### src/design/ecw_params.svh
// offsets, field positions, reset values and fixed codes of the window and capability registers
`ifndef ECW_PARAMS_SVH
`define ECW_PARAMS_SVH

// ****************************************************************
// register byte offsets
// ****************************************************************
`define ECW_OFF_WIN1_SETUP 12'h0ac
`define ECW_OFF_CAP_HEADER 12'h0b0
`define ECW_OFF_DEV_CAP 12'h0b4
`define ECW_OFF_WIN1_PRESET 12'h100
`define ECW_OFF_DEVCAP_PRESET 12'h104
`define ECW_OFF_STRAP_STATUS 12'h108

// ****************************************************************
// window 1 setup fields
// ****************************************************************
`define ECW_SETUP_IO_BIT 0
`define ECW_SETUP_ATYPE_LO 1
`define ECW_SETUP_ATYPE_HI 2
`define ECW_SETUP_PREF_BIT 3
`define ECW_SETUP_SIZE_LO 6
`define ECW_SETUP_SIZE_HI 30
`define ECW_SETUP_EN_BIT 31
`define ECW_ATYPE_32 2'h0
`define ECW_ATYPE_64 2'h1
`define ECW_SIZE_RESET 25'h0000000

// ****************************************************************
// capability header fields
// ****************************************************************
`define ECW_CAP_ID 8'h10
`define ECW_CAP_NEXT 8'hf0
`define ECW_CAP_VERSION 4'h1
`define ECW_PORT_FWD 4'h7
`define ECW_PORT_REV 4'h8
`define ECW_INT_MSG_NUM 5'h00

// ****************************************************************
// device capability fields
// ****************************************************************
`define ECW_DC_PAYLOAD_LO 0
`define ECW_DC_PAYLOAD_HI 2
`define ECW_DC_L0S_LO 6
`define ECW_DC_L0S_HI 8
`define ECW_DC_L1_LO 9
`define ECW_DC_L1_HI 11
`define ECW_PAYLOAD_MAX 3'h5
`define ECW_PAYLOAD_RESET 3'h0
`define ECW_LAT_RESET 3'h0
`define ECW_PHANTOM 2'h0
`define ECW_TAG8 1'h1
`define ECW_PWR_VAL_RESET 8'h00
`define ECW_PWR_SCALE_RESET 2'h0

`endif

### src/design/ecw_pkg.sv
// types shared by the window and capability register block
package ecw_pkg;

   typedef enum logic {ecw_mode_fwd, ecw_mode_rev} ecw_mode_type;

   typedef enum logic [1:0] {ecw_st_settle, ecw_st_wait, ecw_st_take, ecw_st_held} ecw_strap_type;

endpackage : ecw_pkg

### src/design/ecw_regs.sv
// window 1 setup and express capability registers behind an apb slave
`include "ecw_params.svh"

module ecw_regs import ecw_pkg::*; (
   input wire logic sys_clk,
   input wire logic rst,
   input wire logic psel,
   input wire logic penable,
   input wire logic pwrite,
   input wire logic [11:0] paddr,
   input wire logic [31:0] pwdata,
   input wire logic [3:0] pstrb,
   output logic [31:0] prdata,
   output logic pready,
   output logic pslverr,
   input wire logic strap_reverse,
   input wire logic strap_hotplug,
   input wire logic pwr_msg_valid,
   input wire logic [7:0] pwr_msg_value,
   input wire logic [1:0] pwr_msg_scale,
   input wire logic [31:0] xlt_addr_in,
   input wire logic [31:0] xlt_base_in,
   output logic [31:0] xlt_addr_out,
   output logic [30:6] win1_base_wmask,
   output logic win1_enable,
   output logic reverse_mode,
   output logic hotplug_enabled
);

   // ****************************************************************
   // strap capture
   // ****************************************************************
   logic [1:0] strap_sync;
   ecw_strap_type strap_st_q;
   ecw_strap_type strap_st_d;
   ecw_mode_type mode_q;
   ecw_mode_type mode_d;
   logic hotplug_q;
   logic hotplug_d;

   ecw_sync #(.W(2)) ecw_sync_inst (
      .sys_clk(sys_clk),
      .rst(rst),
      .pin_in({strap_hotplug, strap_reverse}),
      .level_out(strap_sync)
   );

   always_comb begin
      strap_st_d = strap_st_q;
      mode_d = mode_q;
      hotplug_d = hotplug_q;
      case (strap_st_q)
         // synchroniser leaves reset holding zero, so wait until pin levels arrive
         ecw_st_settle: strap_st_d = ecw_st_wait;
         ecw_st_wait: strap_st_d = ecw_st_take;
         ecw_st_take: begin
            mode_d = strap_sync[0] ? ecw_mode_rev : ecw_mode_fwd;
            hotplug_d = strap_sync[1];
            strap_st_d = ecw_st_held;
         end
         ecw_st_held: strap_st_d = ecw_st_held;
         default: strap_st_d = ecw_st_settle;
      endcase
   end

   always_ff @(posedge sys_clk) begin
      if (rst) begin
         strap_st_q <= ecw_st_settle;
         mode_q <= ecw_mode_fwd;
         hotplug_q <= 1'b0;
      end else begin
         strap_st_q <= strap_st_d;
         mode_q <= mode_d;
         hotplug_q <= hotplug_d;
      end
   end

   // ****************************************************************
   // apb decode
   // ****************************************************************
   logic setup_ph;
   logic wr_take;
   logic [31:0] wmask32;

   assign setup_ph = psel && !penable;
   assign wr_take = psel && penable && pready && pwrite;
   assign wmask32 = {{8{pstrb[3]}}, {8{pstrb[2]}}, {8{pstrb[1]}}, {8{pstrb[0]}}};

   // ****************************************************************
   // window 1 setup fields
   // ****************************************************************
   logic [1:0] atype_q;
   logic [1:0] atype_d;
   logic pref_q;
   logic pref_d;
   logic [30:6] size_q;
   logic [30:6] size_d;
   logic en_q;
   logic en_d;
   logic [31:0] setup_word;
   logic [31:0] setup_new;

   always_comb begin
      atype_d = atype_q;
      pref_d = pref_q;
      size_d = size_q;
      en_d = en_q;
      setup_new = (setup_word & ~wmask32) | (pwdata & wmask32);
      if (wr_take && paddr == `ECW_OFF_WIN1_PRESET) begin
         if (!setup_new[`ECW_SETUP_ATYPE_HI]) begin
            atype_d = setup_new[`ECW_SETUP_ATYPE_HI:`ECW_SETUP_ATYPE_LO];
         end
         pref_d = setup_new[`ECW_SETUP_PREF_BIT];
         size_d = setup_new[`ECW_SETUP_SIZE_HI:`ECW_SETUP_SIZE_LO];
         en_d = setup_new[`ECW_SETUP_EN_BIT];
      end
   end

   always_ff @(posedge sys_clk) begin
      if (rst) begin
         atype_q <= `ECW_ATYPE_32;
         pref_q <= 1'b0;
         size_q <= `ECW_SIZE_RESET;
         en_q <= 1'b0;
      end else begin
         atype_q <= atype_d;
         pref_q <= pref_d;
         size_q <= size_d;
         en_q <= en_d;
      end
   end

   // io selector and reserved bits stay zero
   assign setup_word = {en_q, size_q, 2'h0, pref_q, atype_q, 1'b0};

   // ****************************************************************
   // device capability preset fields and slot power capture
   // ****************************************************************
   logic [2:0] payload_q;
   logic [2:0] payload_d;
   logic [2:0] l0s_q;
   logic [2:0] l0s_d;
   logic [2:0] l1_q;
   logic [2:0] l1_d;
   logic [7:0] pwr_val_q;
   logic [7:0] pwr_val_d;
   logic [1:0] pwr_scale_q;
   logic [1:0] pwr_scale_d;
   logic [31:0] dc_preset_word;
   logic [31:0] dc_new;

   assign dc_preset_word = {20'h00000, l1_q, l0s_q, 3'h0, payload_q};

   always_comb begin
      payload_d = payload_q;
      l0s_d = l0s_q;
      l1_d = l1_q;
      pwr_val_d = pwr_val_q;
      pwr_scale_d = pwr_scale_q;
      dc_new = (dc_preset_word & ~wmask32) | (pwdata & wmask32);
      if (wr_take && paddr == `ECW_OFF_DEVCAP_PRESET) begin
         if (dc_new[`ECW_DC_PAYLOAD_HI:`ECW_DC_PAYLOAD_LO] <= `ECW_PAYLOAD_MAX) begin
            payload_d = dc_new[`ECW_DC_PAYLOAD_HI:`ECW_DC_PAYLOAD_LO];
         end
         l0s_d = dc_new[`ECW_DC_L0S_HI:`ECW_DC_L0S_LO];
         l1_d = dc_new[`ECW_DC_L1_HI:`ECW_DC_L1_LO];
      end
      if (pwr_msg_valid) begin
         pwr_val_d = pwr_msg_value;
         pwr_scale_d = pwr_msg_scale;
      end
   end

   always_ff @(posedge sys_clk) begin
      if (rst) begin
         payload_q <= `ECW_PAYLOAD_RESET;
         l0s_q <= `ECW_LAT_RESET;
         l1_q <= `ECW_LAT_RESET;
         pwr_val_q <= `ECW_PWR_VAL_RESET;
         pwr_scale_q <= `ECW_PWR_SCALE_RESET;
      end else begin
         payload_q <= payload_d;
         l0s_q <= l0s_d;
         l1_q <= l1_d;
         pwr_val_q <= pwr_val_d;
         pwr_scale_q <= pwr_scale_d;
      end
   end

   // ****************************************************************
   // read words
   // ****************************************************************
   logic [31:0] cap_word;
   logic [31:0] devcap_word;
   logic [3:0] port_type;
   logic slot_impl;
   logic [2:0] hp_bits;

   assign port_type = (mode_q == ecw_mode_rev) ? `ECW_PORT_REV : `ECW_PORT_FWD;
   assign slot_impl = (mode_q == ecw_mode_rev);
   assign hp_bits = {3{hotplug_q && mode_q == ecw_mode_fwd}};
   assign cap_word = {2'h0, `ECW_INT_MSG_NUM, slot_impl, port_type, `ECW_CAP_VERSION,
                      `ECW_CAP_NEXT, `ECW_CAP_ID};
   assign devcap_word = {4'h0, pwr_scale_q, pwr_val_q, 3'h0, hp_bits, l1_q, l0s_q,
                         `ECW_TAG8, `ECW_PHANTOM, payload_q};

   // ****************************************************************
   // apb answer, one wait state free access phase
   // ****************************************************************
   logic [31:0] prdata_q;
   logic [31:0] prdata_d;
   logic pready_q;
   logic pready_d;
   logic pslverr_q;
   logic pslverr_d;

   always_comb begin
      prdata_d = prdata_q;
      pready_d = 1'b0;
      pslverr_d = 1'b0;
      if (setup_ph) begin
         pready_d = 1'b1;
         prdata_d = 32'h00000000;
         case (paddr)
            `ECW_OFF_WIN1_SETUP, `ECW_OFF_WIN1_PRESET: prdata_d = setup_word;
            `ECW_OFF_CAP_HEADER: prdata_d = cap_word;
            `ECW_OFF_DEV_CAP: prdata_d = devcap_word;
            `ECW_OFF_DEVCAP_PRESET: prdata_d = dc_preset_word;
            `ECW_OFF_STRAP_STATUS: begin
               prdata_d = {29'h00000000, strap_st_q == ecw_st_held, hotplug_q,
                           mode_q == ecw_mode_rev};
            end
            default: pslverr_d = 1'b1;
         endcase
         if (pwrite) begin
            prdata_d = 32'h00000000;
         end
      end else if (psel && penable && pready_q) begin
         pslverr_d = 1'b0;
      end
   end

   always_ff @(posedge sys_clk) begin
      if (rst) begin
         prdata_q <= 32'h00000000;
         pready_q <= 1'b0;
         pslverr_q <= 1'b0;
      end else begin
         prdata_q <= prdata_d;
         pready_q <= pready_d;
         pslverr_q <= pslverr_d;
      end
   end

   // ****************************************************************
   // window outputs and address translation
   // ****************************************************************
   logic [30:6] wmask_q;
   logic [30:6] wmask_d;
   logic en_out_q;
   logic [31:0] xlt_q;
   logic [31:0] xlt_d;
   logic [31:0] sub_mask;

   assign sub_mask = {1'b1, size_q, 6'h00};

   always_comb begin
      wmask_d = en_q ? size_q : 25'h0000000;
      xlt_d = xlt_addr_in;
      if (en_q) begin
         xlt_d = (xlt_base_in & sub_mask) | (xlt_addr_in & ~sub_mask);
      end
   end

   always_ff @(posedge sys_clk) begin
      if (rst) begin
         wmask_q <= 25'h0000000;
         en_out_q <= 1'b0;
         xlt_q <= 32'h00000000;
      end else begin
         wmask_q <= wmask_d;
         en_out_q <= en_q;
         xlt_q <= xlt_d;
      end
   end

   assign prdata = prdata_q;
   assign pready = pready_q;
   assign pslverr = pslverr_q;
   assign win1_base_wmask = wmask_q;
   assign win1_enable = en_out_q;
   assign xlt_addr_out = xlt_q;
   assign reverse_mode = (mode_q == ecw_mode_rev);
   assign hotplug_enabled = hotplug_q;
endmodule : ecw_regs

### src/design/ecw_sync.sv
// two flip-flop synchroniser for pin levels
module ecw_sync #(
   parameter int W = 2
) (
   input wire logic sys_clk,
   input wire logic rst,
   input wire logic [W-1:0] pin_in,
   output logic [W-1:0] level_out
);

   logic [W-1:0] meta_q;
   logic [W-1:0] meta_d;
   logic [W-1:0] level_q;
   logic [W-1:0] level_d;

   // ****************************************************************
   // one stage pair per bit
   // ****************************************************************
   genvar gi;
   generate
      for (gi = 0; gi < W; gi++) begin : g_bit
         always_comb begin
            meta_d[gi] = pin_in[gi];
            level_d[gi] = meta_q[gi];
         end
      end
   endgenerate

   always_ff @(posedge sys_clk) begin
      if (rst) begin
         meta_q <= '0;
         level_q <= '0;
      end else begin
         meta_q <= meta_d;
         level_q <= level_d;
      end
   end

   assign level_out = level_q;

endmodule : ecw_sync

### config.mk
export PLATFORM = sky130hd
export DESIGN_NAME = ecw_regs
export DESIGN_NICKNAME = d
export VERILOG_FILES = /design/src/design/ecw_pkg.sv /design/src/design/ecw_regs.sv /design/src/design/ecw_sync.sv
export VERILOG_INCLUDE_DIRS = /design/src /design/src/design
export SDC_FILE = /design/constraint.sdc
export NUM_CORES = 1
export LEC_CHECK = 0
export ABC_AREA = 1
export BUFFER_PORTS_ARGS = -buffer_cell sky130_fd_sc_hd__buf_2
export CAP_MARGIN = 20
export CORE_ASPECT_RATIO = 1.4
export CORE_UTILIZATION = 35
export DETAILED_ROUTE_END_ITERATION = 6
export RECOVER_POWER = 50
export SYNTH_ARGS = -nofsm -noshare
export SYNTH_HDL_FRONTEND = slang
export SYNTH_SLANG_ARGS = --single-unit
### constraint.sdc
create_clock -name sys_clk -period 1.2 [get_ports sys_clk]
set_clock_uncertainty 0.1 [all_clocks]
set_input_delay 0.18 -clock sys_clk [delete_from_list [all_inputs] [get_ports sys_clk]]
set_output_delay 0.18 -clock sys_clk [all_outputs]
set_load 0.1 [all_outputs]
==> qor.yml, run 1 <==
status: "complete, but fails checks"
violations: "negative hold slack, negative setup slack"
worstPathRequired_ns: 1.42
n_antenna_cell: 0
worstMarginPinSlew_ns: 0.685
r2r-start: "pready"
remaining_drc_errors: 0
nNetsFinal: 1225
switching_share_pct: 28.0
numCtsBuffers: 17
ys_seq_area_share_pct: 50.7
clkSlewWorstSetupHoldPaths_ns: 0.06
syn_inst: 738
place.gp.congestion: 0.804
fmax_mhz: 713
placed_cell_area_um2: 8890
rrSetupSlack_ns: -0.20
max_stage_delay_ns: 0.36
cts_htree_levels: 4
power_frac_comb_pct: 15.2
slew_viol_final: 0
crit_family: "simple AND/OR/NAND/NOR gates"
hp-start: "pwdata[6]"
setup_viol: 149
dpl_worst_slack_ns: -0.397
ant_nets: 0
die_width_um: 111
io_buffers: 215
p_int_uw: 8600
hold_slack_ns: -0.00186
period_share_pct: 117
first_global_vias: 6196
clock_tree.root_cell: "clkbuf_16"
yosys_warnings: 0
clkPwrFrac_pct: 42.5
crit_chain: "nand4_4 -> nor2_8 -> buf_12 -> nand2_4 -> a21oi_1"
cts_buffer_depth: 2
drtIter0Drc: 219
grt_pass1_wl_um: 30900
vias_per_cell: 4.85
ios: 224
area_growth_pct: 87.9
synth_area_per_cell_um2: 7.87
p_sw_uw: 3350
dr_total_vias: 6339
clkSinkCount: 147
grt_util_all_layers_pct: 22.8
detail_route.first_pass.iterations: 5
startpoint_type: "flip-flop"
power.share.sequential_pct: 42.3
die_h_um: 154
routedWlPerCell_um: 15.7
worstPathArrival_ns: 1.62
crit_slowest_cell: "dfxtp_4"
grt.overflow.total: 0
maxCapViolations: 0
path_buf_inv: 1
rsz0062_at_grt: "true"
final.setup.worst_slack_ns: -0.203
hold-path-cell-count: 3
synthDistinctLibCells: 33
hold_class: "input pin to flip-flop"
fp-row-count: 55
synth-seq-cells: 147
clk_latency_ns: 0.42
p_leak_uw: 0.00463
dieArea_um2: 17100
grt_max_degree: 45
r2r_cells: 5
synth_area_um2: 5810
cts_tree: "done"
post-route-min-period_ns: 1.40
core_region_area_um2: 16200
cp_max_fo: 8
finalHoldViolations: 2
worst-setup-path-type: "flip-flop to flip-flop"
drive_gt1_share_pct: 44.0
antenna_found_initial: 0
ir_drop_mv: 0.742
finalInstanceArea_um2: 10900
p_total_uw: 12000
synth.net_count: 868
critPathCaptureType: "flip-flop"
start_util_pct: 35.9
drt_wl_total_um: 20600
hpwl_um: 13500
power.density_nw_per_um2: 1100
slew_headroom_pct: 54.4
[synthesized netlist by cell type]
master / count / area (um2)
nor2_2: 1 / 6.26
nor3_1: 1 / 5.00
buf_2: 4 / 20.0
nand3_2: 4 / 40.0
nand2_2: 11 / 68.8
buf_6: 5 / 56.3
nor2_4: 4 / 45.0
o211ai_1: 1 / 7.51
nor3_2: 2 / 20.0
nor2_1: 95 / 357
a21oi_1: 92 / 460
clkbuf_1: 18 / 67.6
o21ai_0: 70 / 350
clkinv_1: 4 / 15.0
nand3_1: 42 / 210
dfxtp_1: 147 / 2940
clkbuf_2: 1 / 5.00
a21oi_2: 4 / 35.0
nand2_1: 119 / 447
a32oi_1: 1 / 8.76
nor4_1: 1 / 6.26
o21a_1: 1 / 7.51
inv_1: 64 / 240
buf_1: 5 / 18.8
nand4_2: 1 / 12.5
nor2_8: 5 / 100
nand3_4: 1 / 17.5
o21ai_1: 3 / 15.0
inv_2: 10 / 37.5
buf_4: 1 / 7.51
nand2_4: 8 / 90.1
nand4_1: 8 / 50.1
o21ai_2: 4 / 35.0
[power by group through the flow]
stage	Clock [uW]	Combinational, uW	Sequential, uW
after global routing	5410	1910	5060
after global placement	0	1470	5160
after CTS	5170	1760	5060
after floorplan	0	352	5600
final	5080	1820	5060
after detailed placement	0	1480	5160
[cell usage in the layout (no fill, tap or decap), types with 40 or more instances in the layout]
cell type      count
nand2_1          116
buf_4             41
dlygate4sd3_1     98
nand3_1           40
dfxtp_1           54
o21ai_0           40
buf_2            119
nor2_1            95
inv_1             61
a21oi_1           87
dfxtp_2           87
buf_12           101
[how the worst max path moves through the flow]
stage	start	endpoint	slack, ns	cells after the start
2_1_floorplan	pready	flip-flop	-0.26	6
4_1_cts	pready	flip-flop	-0.16	8
3_3_place_gp	paddr[9]	prdata[1]	-0.37	10
5_1_grt	payload_q[1]	payload_q[0]	-0.25	7
3_5_place_dp	paddr[4]	flip-flop	-0.40	9
6_report	pready	flip-flop	-0.20	5
[cell type report]
| type | instances | area (um2) |
|---|---|---|
| clock inverter | 13 | 114 |
| sequential | 147 | 3070 |
| clock buffer | 19 | 453 |
| fill | 1203 | 5260 |
| inverter | 78 | 342 |
| multi-input combinational | 482 | 2680 |
| tap | 199 | 249 |
| timing repair buffer | 369 | 4000 |
[worst min-delay path: stages]
cell and delay, ns:
buf_2 0.10, o21ai_1 0.07, a21oi_1 0.12
[layer usage]
metal  part of all wire [%]  track usage [%]
met5                      0                0
met4                    3.2             9.78
met3                    5.0             5.45
met2                     53             41.9
met1                     39             24.8
[cell families after synthesis]
group                  share of synthesized area [%]
AO/OA/AOI/OAI                                   15.8
flip-flops                                      50.7
AND/OR/NAND/NOR                                 25.4
buffers and inverters                           8.06
[repair_timing]
item,4_1_cts,5_1_grt
setup endpoints to repair,130,151
pin swaps,5,13
gates resized for setup,89,47
hold buffers,97,1
setup buffers,8,10
endpoints found under the hold margin,77,1
cloned,2,3
[through the flow]
stage / std cells / setup TNS (ns) / util, %
final: 1307 / -7.03 / 67.5
after global placement: 1155 / -21.19 / 55.0
after CTS: 1293 / -7.43 / 65.9
after floorplan: 738 / -7.30 / -
after global routing: 1307 / -13.74 / 67.5
after detailed placement: 1155 / -22.56 / 55.0
Note: power is estimated with default switching activity, not from simulation.
==> run 2, diff against run 1 <==
--- a/config.mk
+++ b/config.mk
@@ -6,7 +6,6 @@
 export SDC_FILE = /design/constraint.sdc
 export NUM_CORES = 1
 export LEC_CHECK = 0
-export ABC_AREA = 1
 export BUFFER_PORTS_ARGS = -buffer_cell sky130_fd_sc_hd__buf_2
 export CAP_MARGIN = 20
 export CORE_ASPECT_RATIO = 1.4
==> constraint.sdc (replaced) <==
create_clock -name sys_clk -period 1.75 [get_ports sys_clk]
set_clock_uncertainty 0.1 [all_clocks]
set_input_delay 0.2625 -clock sys_clk [delete_from_list [all_inputs] [get_ports sys_clk]]
set_output_delay 0.2625 -clock sys_clk [all_outputs]
set_load 0.1 [all_outputs]
==> qor.yml, run 2 <==
final.setup.worst_slack_ns: -0.0785
synthDistinctLibCells: 49
status: "complete, but fails checks"
final_common_cell: "buf_2"
fillerInstances: 1398
detail_route.first_pass.iterations: 5
cts_setup_buffers: 0
fmax_mhz: 547
synthTopCellsByArea: "dfxtp_1 54%, nand2_1 7.5%, mux2i_1 5.9%, a21oi_1 5.6%, nor2_1 3.5%"
crit_slowest_cell: "or4b_4"
start_util_pct: 36.0
multiInputGateArea_um2: 2440
fp-row-count: 53
slew_headroom_pct: 35.0
p_int_uw: 6230
rsz0062_at_grt: "true"
power.density_nw_per_um2: 984
maxCapViolations: 0
area_growth_pct: 53.0
vias_per_cell: 4.75
cts_buffer_depth: 2
synth_area_per_cell_um2: 9.14
place.gp.congestion: 0.847
fin_cells: 1091
worstMarginPinSlew_ns: 0.970
cts_htree_levels: 4
synth_area_leader_cell: "dfxtp_1"
clkPwrFrac_pct: 47.7
dr_total_vias: 5184
ir_drop_mv: 0.516
drtIter0Drc: 207
startpoint_type: "input pin"
ys_top_cells_by_count: "147 x dfxtp_1, 108 x nand2_1, 61 x a21oi_1"
ys_seq_area_share_pct: 54.3
synth.net_count: 723
hpwl_um: 11500
clock_tree.root_cell: "clkbuf_16"
n_antenna_cell: 0
crit_chain: "buf_6 -> or4b_4 -> nor4_4 -> buf_4 -> and4bb_1 -> buf_12 -> mux2i_1 -> nor2_1"
die_width_um: 107
violations: "negative setup slack"
synth_area_um2: 5420
grt.overflow.total: 0
ys_async_sr_fraction_pct: 0
worstPathRequired_ns: 1.94
grt_max_degree: 69
dieArea_um2: 16000
numCtsBuffers: 17
tns_ns: -0.854
drive_gt1_share_pct: 35.8
grt_pass1_wl_um: 24900
finalHoldViolations: 0
worst-setup-path-type: "input pin to flip-flop"
layout_common_cells: "211 x buf_2, 145 x dfxtp_1, 105 x nand2_1"
syn_inst: 593
die_h_um: 149
io_buffers: 215
clk_latency_ns: 0.40
max_stage_delay_ns: 0.56
clkSlewWorstSetupHoldPaths_ns: 0.06
grt_util_all_layers_pct: 20.1
remaining_drc_errors: 0
first_global_vias: 4895
nNetsFinal: 1018
clkSinkCount: 147
routedWlPerCell_um: 14.8
p_leak_uw: 0.00369
yosysMostFrequentCell: "dfxtp_1"
period_share_pct: 104
critPathCaptureType: "flip-flop"
synth-seq-cells: 147
power.share.sequential_pct: 42.1
placed_cells: 1003
power_frac_comb_pct: 10.2
layout.area.seq_um2: 2950
synth_edf_count: 0
setup_viol: 20
post-route-min-period_ns: 1.83
switching_share_pct: 23.7
cp_max_fo: 8
antenna_found_initial: 0
cts_tree: "done"
ant_nets: 0
p_sw_uw: 1930
slew_viol_final: 0
synth_flop_cell: "dfxtp_1"
ios: 224
yosysTopAreaCellShare_pct: 54.3
core_region_area_um2: 15100
worstPathArrival_ns: 2.01
hold_class: "input pin to flip-flop"
yosys_warnings: 0
drt_wl_total_um: 16200
[run 2: cell count changes after synthesis, moves of 11 or more]
cell | before | now
nand3_1 | 42 | 29
nand2_1 | 119 | 108
and2_1 | 0 | 26
o21ai_0 | 70 | 9
inv_1 | 64 | 2
a22oi_1 | 0 | 20
nand2_2 | 11 | 0
o21ai_1 | 3 | 14
a21oi_1 | 92 | 61
mux2i_1 | 0 | 32
nor2b_1 | 0 | 16
nor2_1 | 95 | 50
[run 2: final cells by class]
type,instances,share of cell area (%)
flip-flops and latches,147,35.5
well taps,192,2.90
clock buffers,17,5.13
repair buffers,311,24.4
multi-input cells,409,29.4
clock inverters,13,2.54
inverters,2,0.0906
[run 2: metal layers]
layer / wire, um / part of all wire [%] / global-route usage [%] / up-vias
met5: 0 / 0 / 0 / -
met4: 293 / 1.8 / 7.33 / 0
met3: 678 / 4.2 / 3.89 / 16
met2: 8350 / 52 / 35.5 / 152
met1: 6860 / 42 / 23.8 / 2399
li1: - / - / - / 2617
[run 2: cell families (layout without fill, tap and decap cells)]
| group | after synthesis | in the layout | share of synthesized area, % |
|---|---|---|---|
| compound gates | 115 | 115 | 12.4 |
| flops | 147 | 147 | 54.3 |
| simple gates | 262 | 262 | 23.9 |
| mux | 32 | 32 | 5.91 |
| buf+inv | 37 | 343 | 3.44 |
[run 2: worst paths after layout]
| path | start | to | slack (ns) | depth (start not counted) |
|---|---|---|---|---|
| worst min register to register | ecw_sync_inst.level_d[0] | ecw_sync_inst.level_out[0] | 0.34 | 1 |
| worst min-delay path | pwr_msg_value[1] | pwr_val_q[1] | 0.01 | 3 |
| worst max register to register | pready | flip-flop | 0.05 | 7 |
| worst max-delay path | paddr[7] | flip-flop | -0.08 | 8 |
[run 2: power groups by stage]
stage	Combinational (uW)	Clock, uW	Sequential, uW
4_1_cts	819	3980	3430
6_report	830	3900	3430
3_3_place_gp	710	0	3510
2_1_floorplan	159	0	3810
5_1_grt	880	4120	3440
3_5_place_dp	711	0	3510
[run 2: metrics by stage]
stage               setup WS [ns]  instance area, um2  utilization, %  hold slack [ns]  power, uW
floorplan                  -0.286                5450               -            0.291       3970
global placement           -0.510                6910            45.9            0.318       4220
detailed placement         -0.518                6910            45.9            0.329       4220
CTS                       -0.0526                8170            54.3          0.00128       8230
global route               -0.118                8290            55.1          0.00442       8430
finish                    -0.0785                8290            55.1           0.0136       8160
[run 2: repair_timing]
item,CTS,global route
hold buffers,58,0
resized for setup,8,30
pin swaps,2,16
endpoints found under the hold margin,59,0
setup endpoints to repair,42,51
gates cloned,0,1
[run 2: critical path: cells and delay by family]
kind          cells  cell delay, ns
mux               1            0.20
simple gates      4            1.15
buf+inv           3            0.41
